$ cat src/include/interval_clock_pkg.sv
// How it works
// - a trigger-two event sets the trigger-two flag, bit 15.
// - start leading edge clears trigger-two flag unless external start was already enabled.
// - bit 14 enables an interrupt request on trigger-two events.
// - start leading edge clears the external start enable, bit 13.
// - start assertion clears the flag-overrun bit 12.
// - counter overflow sets bit 7; start leading edge always clears it.
// - bit 6 enables an interrupt request on counter overflow.
// - in repeated-interval mode overflow leaves the start bit at one.
// - start stays set until software clears it; single-interval overflow clears it.
package interval_clock_pkg;

    // register byte addresses
    localparam logic [3:0] ADR_CTRL   = 4'h0;
    localparam logic [3:0] ADR_COUNT  = 4'h4;
    localparam logic [3:0] ADR_PRESET = 4'h8;

    // control word bit positions
    localparam int B_T2_FLAG  = 15;
    localparam int B_T2_IEN   = 14;
    localparam int B_EXT_EN   = 13;
    localparam int B_OVERRUN  = 12;
    localparam int B_MAINT_HI = 11;
    localparam int B_MAINT_LO = 8;
    localparam int B_OV_FLAG  = 7;
    localparam int B_OV_IEN   = 6;
    localparam int B_RATE_HI  = 5;
    localparam int B_RATE_LO  = 3;
    localparam int B_MODE_HI  = 2;
    localparam int B_MODE_LO  = 1;
    localparam int B_GO       = 0;

    localparam int CTRL_W  = 16;
    localparam int RATE_W  = 3;
    localparam int MODE_W  = 2;
    localparam int MAINT_W = 4;
    localparam int PRESC_W = 7;

    typedef enum logic [1:0]
    {
        MODE_SINGLE   = 2'h0,
        MODE_REPEAT   = 2'h1,
        MODE_EXT_TIME = 2'h2,
        MODE_EXT_ZERO = 2'h3
    } mode_e;

    localparam logic [15:0] CNT_RESET    = 16'h0000;
    localparam logic [15:0] PRESET_RESET = 16'h0000;

endpackage

$ cat src/rtl/interval_clock_control_status.sv
// Design decisions made here: the register offsets and register access over Wishbone.
`timescale 1ns/1ns
`default_nettype none

module interval_clock_control_status
#(
    parameter int CNT_W = 16
)
(
    // clock and reset
    input  wire logic        sys_clk,
    input  wire logic        nrst,
    // classic wishbone slave
    input  wire logic        cyc_i,
    input  wire logic        stb_i,
    input  wire logic        we_i,
    input  wire logic [3:0]  adr_i,
    input  wire logic [3:0]  sel_i,
    input  wire logic [31:0] dat_i,
    output logic      [31:0] dat_o,
    output logic             ack_o,
    // external trigger pin, asynchronous
    input  wire logic        external_trigger_two,
    // interrupt request level
    output logic             irq_request
);

    if (CNT_W < 2 || CNT_W > 16)
    begin
        $error("CNT_W must lie between 2 and 16");
    end

    // the prescaler must reach the slowest rate, 2**RATE_W - 1 bits of it
    if (interval_clock_pkg::PRESC_W < (1 << interval_clock_pkg::RATE_W) - 1)
    begin
        $error("prescaler too narrow for the rate field");
    end

    typedef struct packed
    {
        logic                                    ack;
        logic [31:0]                             rdata;
        logic                                    sync1;
        logic                                    sync2;
        logic                                    trig_prev;
        logic                                    go_prev;
        logic                                    t2_flag;
        logic                                    t2_ien;
        logic                                    ext_en;
        logic                                    ext_en_prev;
        logic                                    overrun;
        logic [interval_clock_pkg::MAINT_W-1:0]  maint;
        logic                                    ov_flag;
        logic                                    ov_ien;
        logic [interval_clock_pkg::RATE_W-1:0]   rate;
        interval_clock_pkg::mode_e               mode;
        logic                                    go;
        logic [interval_clock_pkg::PRESC_W-1:0]  presc;
        logic [CNT_W-1:0]                        count;
        logic [CNT_W-1:0]                        preset;
    } state_s;

    state_s state_ff;
    state_s nxt_state;

    // the prescaler divides by two to the power of the rate field
    // rate 0 ticks every clock, the top rate every 128 clocks
    function automatic logic rate_tick(input logic [interval_clock_pkg::RATE_W-1:0] r,
                                       input logic [interval_clock_pkg::PRESC_W-1:0] p);
        logic [interval_clock_pkg::PRESC_W-1:0] mask;
        mask = '0;
        for (int i = 0; i < interval_clock_pkg::PRESC_W; i++)
        begin
            mask[i] = (i < int'(r));
        end
        return (p & mask) == mask;
    endfunction

    function automatic logic [15:0] lane_merge(input logic [15:0] old,
                                               input logic [31:0] wd,
                                               input logic [3:0]  sel);
        logic [15:0] res;
        res = old;
        if (sel[0])
        begin
            res[7:0] = wd[7:0];
        end
        if (sel[1])
        begin
            res[15:8] = wd[15:8];
        end
        return res;
    endfunction

    // unmapped addresses read as zero so probing software sees no stale data
    function automatic logic [31:0] read_mux(input logic [3:0]  a,
                                             input logic [15:0] ctrl,
                                             input logic [15:0] cnt,
                                             input logic [15:0] pre);
        logic [31:0] res;
        res = 32'h0000_0000;
        unique case (a)
            interval_clock_pkg::ADR_CTRL:
            begin
                res = {16'h0000, ctrl};
            end
            interval_clock_pkg::ADR_COUNT:
            begin
                res = {16'h0000, cnt};
            end
            interval_clock_pkg::ADR_PRESET:
            begin
                res = {16'h0000, pre};
            end
            default:
            begin
                res = 32'h0000_0000;
            end
        endcase
        return res;
    endfunction

    logic [15:0] ctrl_word;
    logic        presc_done;
    logic        t2_req;
    logic        ov_req;
    logic        bus_req;
    logic        wr_now;
    logic        trig_event;
    logic        tick;
    logic        overflow;
    logic        go_edge;
    logic [15:0] wval;
    logic [15:0] preset16;
    logic [15:0] count16;

    assign preset16 = 16'(state_ff.preset);
    assign count16  = 16'(state_ff.count);

    always_comb
    begin
        ctrl_word = '0;
        ctrl_word[interval_clock_pkg::B_T2_FLAG] = state_ff.t2_flag;
        ctrl_word[interval_clock_pkg::B_T2_IEN]  = state_ff.t2_ien;
        ctrl_word[interval_clock_pkg::B_EXT_EN]  = state_ff.ext_en;
        ctrl_word[interval_clock_pkg::B_OVERRUN] = state_ff.overrun;
        ctrl_word[interval_clock_pkg::B_MAINT_HI:interval_clock_pkg::B_MAINT_LO] = state_ff.maint;
        ctrl_word[interval_clock_pkg::B_OV_FLAG] = state_ff.ov_flag;
        ctrl_word[interval_clock_pkg::B_OV_IEN]  = state_ff.ov_ien;
        ctrl_word[interval_clock_pkg::B_RATE_HI:interval_clock_pkg::B_RATE_LO] = state_ff.rate;
        ctrl_word[interval_clock_pkg::B_MODE_HI:interval_clock_pkg::B_MODE_LO] = state_ff.mode;
        ctrl_word[interval_clock_pkg::B_GO]      = state_ff.go;
    end

    assign bus_req    = cyc_i && stb_i;
    // a write lands at the edge where the master sees ack
    assign wr_now     = bus_req && we_i && state_ff.ack;
    assign trig_event = state_ff.sync2 && !state_ff.trig_prev;
    assign presc_done = rate_tick(state_ff.rate, state_ff.presc);
    assign tick       = state_ff.go && presc_done;
    // the count is stale while the preset loads, so no overflow at the start edge
    assign overflow   = tick && !go_edge && (state_ff.count == {CNT_W{1'b1}});
    // leading edge of start seen one cycle after it rose; side effects follow then
    assign go_edge    = state_ff.go && !state_ff.go_prev;

    always_comb
    begin
        nxt_state = state_ff;
        wval      = 16'h0000;

        // two flops guard the logic against metastability on the asynchronous pin
        nxt_state.sync1     = external_trigger_two;
        nxt_state.sync2     = state_ff.sync1;
        nxt_state.trig_prev = state_ff.sync2;
        nxt_state.go_prev   = state_ff.go;
        nxt_state.ext_en_prev = state_ff.ext_en;

        // wishbone: one wait state, ack for one cycle, then dropped
        nxt_state.ack = bus_req && !state_ff.ack;
        // data is latched when the request is taken, so it stands through the ack cycle
        if (bus_req && !state_ff.ack && !we_i)
        begin
            nxt_state.rdata = read_mux(adr_i, ctrl_word, count16, preset16);
        end


        if (wr_now && adr_i == interval_clock_pkg::ADR_CTRL)
        begin
            wval = lane_merge(ctrl_word, dat_i, sel_i);
            // flags are hardware owned; software only writes the control fields
            nxt_state.t2_ien = wval[interval_clock_pkg::B_T2_IEN];
            nxt_state.ext_en = wval[interval_clock_pkg::B_EXT_EN];
            nxt_state.maint  = wval[interval_clock_pkg::B_MAINT_HI:interval_clock_pkg::B_MAINT_LO];
            nxt_state.ov_ien = wval[interval_clock_pkg::B_OV_IEN];
            nxt_state.rate   = wval[interval_clock_pkg::B_RATE_HI:interval_clock_pkg::B_RATE_LO];
            nxt_state.mode   = interval_clock_pkg::mode_e'(
                wval[interval_clock_pkg::B_MODE_HI:interval_clock_pkg::B_MODE_LO]);
            nxt_state.go     = wval[interval_clock_pkg::B_GO];
        end

        // the counter register is read only; writes to it are acknowledged and dropped
        if (wr_now && adr_i == interval_clock_pkg::ADR_PRESET)
        begin
            wval = lane_merge(preset16, dat_i, sel_i);
            nxt_state.preset = wval[CNT_W-1:0];
        end

        // counting
        if (!state_ff.go)
        begin
            nxt_state.presc = '0;
        end
        else
        begin
            nxt_state.presc = state_ff.presc + 1'b1;
        end
        if (go_edge)
        begin
            nxt_state.presc = '0;
            nxt_state.count = state_ff.preset;
        end
        else if (tick)
        begin
            nxt_state.presc = '0;
            // reloading from preset keeps every interval the same length
            if (overflow)
            begin
                nxt_state.count = state_ff.preset;
            end
            else
            begin
                nxt_state.count = state_ff.count + 1'b1;
            end
        end


        // flags are set by hardware below; a set in the same cycle as a clear wins
        // start leading edge side effects
        if (go_edge)
        begin
            nxt_state.ov_flag = 1'b0;
            nxt_state.overrun = 1'b0;
            nxt_state.ext_en  = 1'b0;
            // start and external enable written together clear bit 15: enable must be set by an earlier write
            if (!state_ff.ext_en_prev)
            begin
                nxt_state.t2_flag = 1'b0;
            end
        end

        // overflow: single interval stops, repeated interval keeps going
        if (overflow)
        begin
            // overrun marks an overflow that software has not yet serviced
            if (state_ff.ov_flag)
            begin
                nxt_state.overrun = 1'b1;
            end
            nxt_state.ov_flag = 1'b1;
            if (state_ff.mode == interval_clock_pkg::MODE_SINGLE)
            begin
                nxt_state.go = 1'b0;
            end
            else
            begin
                nxt_state.go = nxt_state.go;
            end
        end

        // trigger events win over any clear in the same cycle
        if (trig_event)
        begin
            nxt_state.t2_flag = 1'b1;
            if (state_ff.ext_en)
            begin
                nxt_state.go = 1'b1;
            end
        end
    end

    always_ff @(posedge sys_clk)
    begin
        if (!nrst)
        begin
            state_ff        <= '0;
            state_ff.mode   <= interval_clock_pkg::MODE_SINGLE;
            state_ff.count  <= interval_clock_pkg::CNT_RESET[CNT_W-1:0];
            state_ff.preset <= interval_clock_pkg::PRESET_RESET[CNT_W-1:0];
        end
        else
        begin
            state_ff <= nxt_state;
        end
    end

    assign dat_o = state_ff.rdata;
    assign ack_o = state_ff.ack;
    assign t2_req      = state_ff.t2_flag && state_ff.t2_ien;
    assign ov_req      = state_ff.ov_flag && state_ff.ov_ien;
    assign irq_request = t2_req || ov_req;

endmodule

`default_nettype wire

$ cat config.mk
export PLATFORM = sky130hd
export DESIGN_NAME = interval_clock_control_status
export DESIGN_NICKNAME = d
export VERILOG_FILES = /design/src/include/interval_clock_pkg.sv /design/src/rtl/interval_clock_control_status.sv
export SDC_FILE = /design/constraint.sdc
export NUM_CORES = 1
export LEC_CHECK = 0
export BUFFER_PORTS_ARGS = -buffer_cell sky130_fd_sc_hd__buf_2
export CAP_MARGIN = 20
export CORE_ASPECT_RATIO = 1.2
export CORE_MARGIN = 4
export CORE_UTILIZATION = 58
export CTS_CLUSTER_SIZE = 24
export DETAILED_ROUTE_END_ITERATION = 7
export GPL_ROUTABILITY_DRIVEN = 0
export PLACE_DENSITY = 0.84
export SKIP_LAST_GASP = 1
export SLEW_MARGIN = 20
export SYNTH_ARGS = -nofsm -noshare
export SYNTH_HDL_FRONTEND = slang
export SYNTH_SLANG_ARGS = --single-unit
export TNS_END_PERCENT = 30
$ cat constraint.sdc
create_clock -name sys_clk -period 3.2 [get_ports sys_clk]
set_input_delay 0.16 -clock sys_clk [delete_from_list [all_inputs] [get_ports sys_clk]]
set_output_delay 0.16 -clock sys_clk [all_outputs]
set_load 0.05 [all_outputs]
==> run_results.csv <==
group,metric,value,unit
run_status,outcome,"complete, no violations",
yosys,synth_area,3781,sq um
placement,placed_cells,562,
yosys,ys_seq_area_share,40.77,%
yosys,async_flop_share,0,%
floorplanning,start_util,61.31,%
sta,tns,0,ps
worst_setup_path,cp-start-kind,"register",
cells_and_area,final_cell_area,4120,sq um
cells_and_area,antenna_cells,0,
global_route,top_usage_layer,"met2",
floorplanning,die_w,81.71,microns
detailed_routing,vias_per_cell,6.159,
sta,hold_violations,0,
cells_and_area,multiInputGateArea,1913,sq um
clock_tree,cts_setup_buffers,0,
global_route,use_met2,43.21,%
sta,slew_headroom,44.76,%
sta,skew,9.119,ps
floorplanning,die_h,96.45,microns
yosys,yosysTopAreaCellShare,40.77,%
yosys,syn_inst,468,
sta,fin_crit_sh,73.78,%
global_route,grt-ovfl-total,0,
detailed_routing,antenna_left,0,
power_and_ir_drop,leakagePower,1.441,nW
cells_and_area,fin_nets,539,
clock_tree,cts_hold_buf,0,
cells_and_area,syn2layout_area_growth,8.968,%
detailed_routing,drt_iter0_markers,616,
global_route,track_usage,25.89,%
clock_tree,clk-insertion-delay-late,350,ps
cells_and_area,fillers,528,
clock_tree,tritoncts,"built",
worst_setup_path,path_class,"reg2reg",
clock_tree,h-tree-depth,3,
cells_and_area,final_cell_mix,"dfxtp_1 (77), nor2_1 (54), a21oi_1 (51)",
hold_path,min_path_type,"in2reg",
sta,setup_slack,839.2,ps
placement,postPlaceCellArea,3899,sq um
placement,place_ws,925.5,ps
clock_tree,clkTransAtPathRegs,90,ps
cells_and_area,final_common_cell,"dfxtp_1",
cells_and_area,layout.cells.non_filler,578,
yosys,ys.flop_type,"dfxtp_1",
cells_and_area,seq_area,1541,sq um
floorplanning,rows,31,
global_route,grt_pass1_wl,15.71,mm
clock_tree,clockBufferDepth,2,
sta,maxSlewViolCount,0,
global_route,use_met1,33.70,%
sta,tightest_slew,828.6,ps
clock_tree,clock-root-buffer,"clkbuf_8",
yosys,synth_edf_count,0,
worst_setup_path,worst_setup_path_end_kind,"register",
yosys,syn_avg_cell_area,8.079,sq um
detailed_routing,firstDrtPassIters,6,
detailed_routing,vias,3560,
worst_setup_path,cp.required,3480,ps
global_route,use_met3,3.989,%
detailed_routing,drc,0,
floorplanning,dieArea,7880,sq um
clock_tree,clock-sinks,77,
yosys,synth-seq-cells,77,
detailed_routing,wl_per_cell,16.42,microns
power_and_ir_drop,p_total,1.907,mW
floorplanning,core,6167,sq um
global_route,antenna_found_initial,0,
yosys,synth_area_leader_cell,"dfxtp_1",
power_and_ir_drop,p_per_area,462.9,nW/um^2
placement,numPortBuffers,45,
yosys,synth_area_leaders,"dfxtp_1 (41%), buf_4 (7.1%), a21oi_1 (6.8%)",
sta,fmax,423.6,MHz
cells_and_area,drive_gt1_share,16.94,%
worst_setup_path,critical_path_arrival,2640,ps
worst_setup_path,critical_path.max_fanout,9,
detailed_routing,routed_wl,9.492,mm
global_route,grt_max_degree,35,
sta,layout_min_cycle_time,2361,ps
yosys,synth.distinct_cells,56,
yosys,yosys_warnings,0,
clock_tree,cts.repair.resized,0,
sta,rsz0062_at_grt,"no",
job,max-cap-violations,0,
placement,dp_hpwl,6.568,mm
clock_tree,numCtsBuffers,9,
global_route,grt_pass1_vias,3278,
sta,setup_viol,0,
floorplanning,num_io_pins,80,
power_and_ir_drop,peakVddDrop,0.4951,mV
[worst paths after layout]
path                              from            end  slack [ps]  depth (start not counted)
setup / recovery            count16[0]    count16[15]         840                          6
hold reg to reg          nxt_state[58]  nxt_state[57]         450                          1
hold / removal    external_trigger_two  nxt_state[58]          20                          2
setup reg to reg            count16[0]    count16[15]         840                          6
[layer usage]
layer  up-vias  share of wire (%)
met5         -                  0
met4         0                2.8
met3        26                 10
met2       204                 48
met1      1639                 39
li1       1691                  -
[cell families (layout without fill, tap and decap cells)]
logic type,after synthesis,count (layout),synth area share [%]
AO/OA/AOI/OAI,114,114,20.02
XOR/XNOR,7,7,1.621
adder cells (fa/ha/maj),2,2,0.6617
buffers and inverters,69,82,10.69
flip-flops,77,77,40.77
multiplexers,2,2,0.5295
other,1,16,0.09918
AND/OR/NAND/NOR,196,196,25.61
[report_power, final]
part	switching, mW	internal, mW
sequential	0.00727	0.964
clock	0.381	0.443
combinational	0.0873	0.0245
[cell usage after synthesis, types with 2 or more instances]
library cell and instances:
o21ai_0 11, a21oi_1 51, nor3_1 6, buf_2 2, nor2_1 54, mux2i_1 2
a21boi_0 4, nand2b_1 4, and2_1 6, a41oi_1 4, nor4b_1 3, o31a_1 2
inv_1 10, nand2_1 48, clkbuf_1 19, or3_1 2, buf_4 36, nand3_1 41
nor2b_1 2, o211ai_1 4, o21a_1 3, nand4_1 11, a222oi_1 16, or4_1 2
dfxtp_1 77, a211oi_1 3, ha_1 2, xnor2_1 5, a31oi_1 3, o22ai_1 2
xor2_1 2, and3_1 2, o31ai_1 2, nor4_1 4, or2_2 2
[cell type report]
| type | instances | area share, % |
|---|---|---|
| clock buffer | 9 | 3.006 |
| tap | 82 | 2.490 |
| multi-input combinational | 337 | 46.43 |
| inverter | 11 | 1.002 |
| clock inverter | 7 | 2.369 |
| sequential | 77 | 37.41 |
| timing repair buffer | 55 | 7.288 |
[metrics by stage]
step / hold WS, ps / util [%]
after floorplan: 287.3 / -
after global placement: 366.3 / 63.22
after detailed placement: 378.9 / 63.22
after CTS: 14.94 / 66.81
after global routing: 15.15 / 66.81
final: 19.62 / 66.81
[critical path, stage by stage (launching register included)]
cell	delay [ps]
dfxtp_1	470
ha_1	330
nand3_4	140
or3_1	560
nor3_4	420
o21ai_0	150
a41oi_1	220
[sequential cells by signal (all words and copies together) (netlist names)]
register and cells:
count16 16, ctrl_word 16, dat_o 16, preset16 16
state_ff 10, nxt_state 2, ack_o 1
Power figures use the tool's default switching activity.
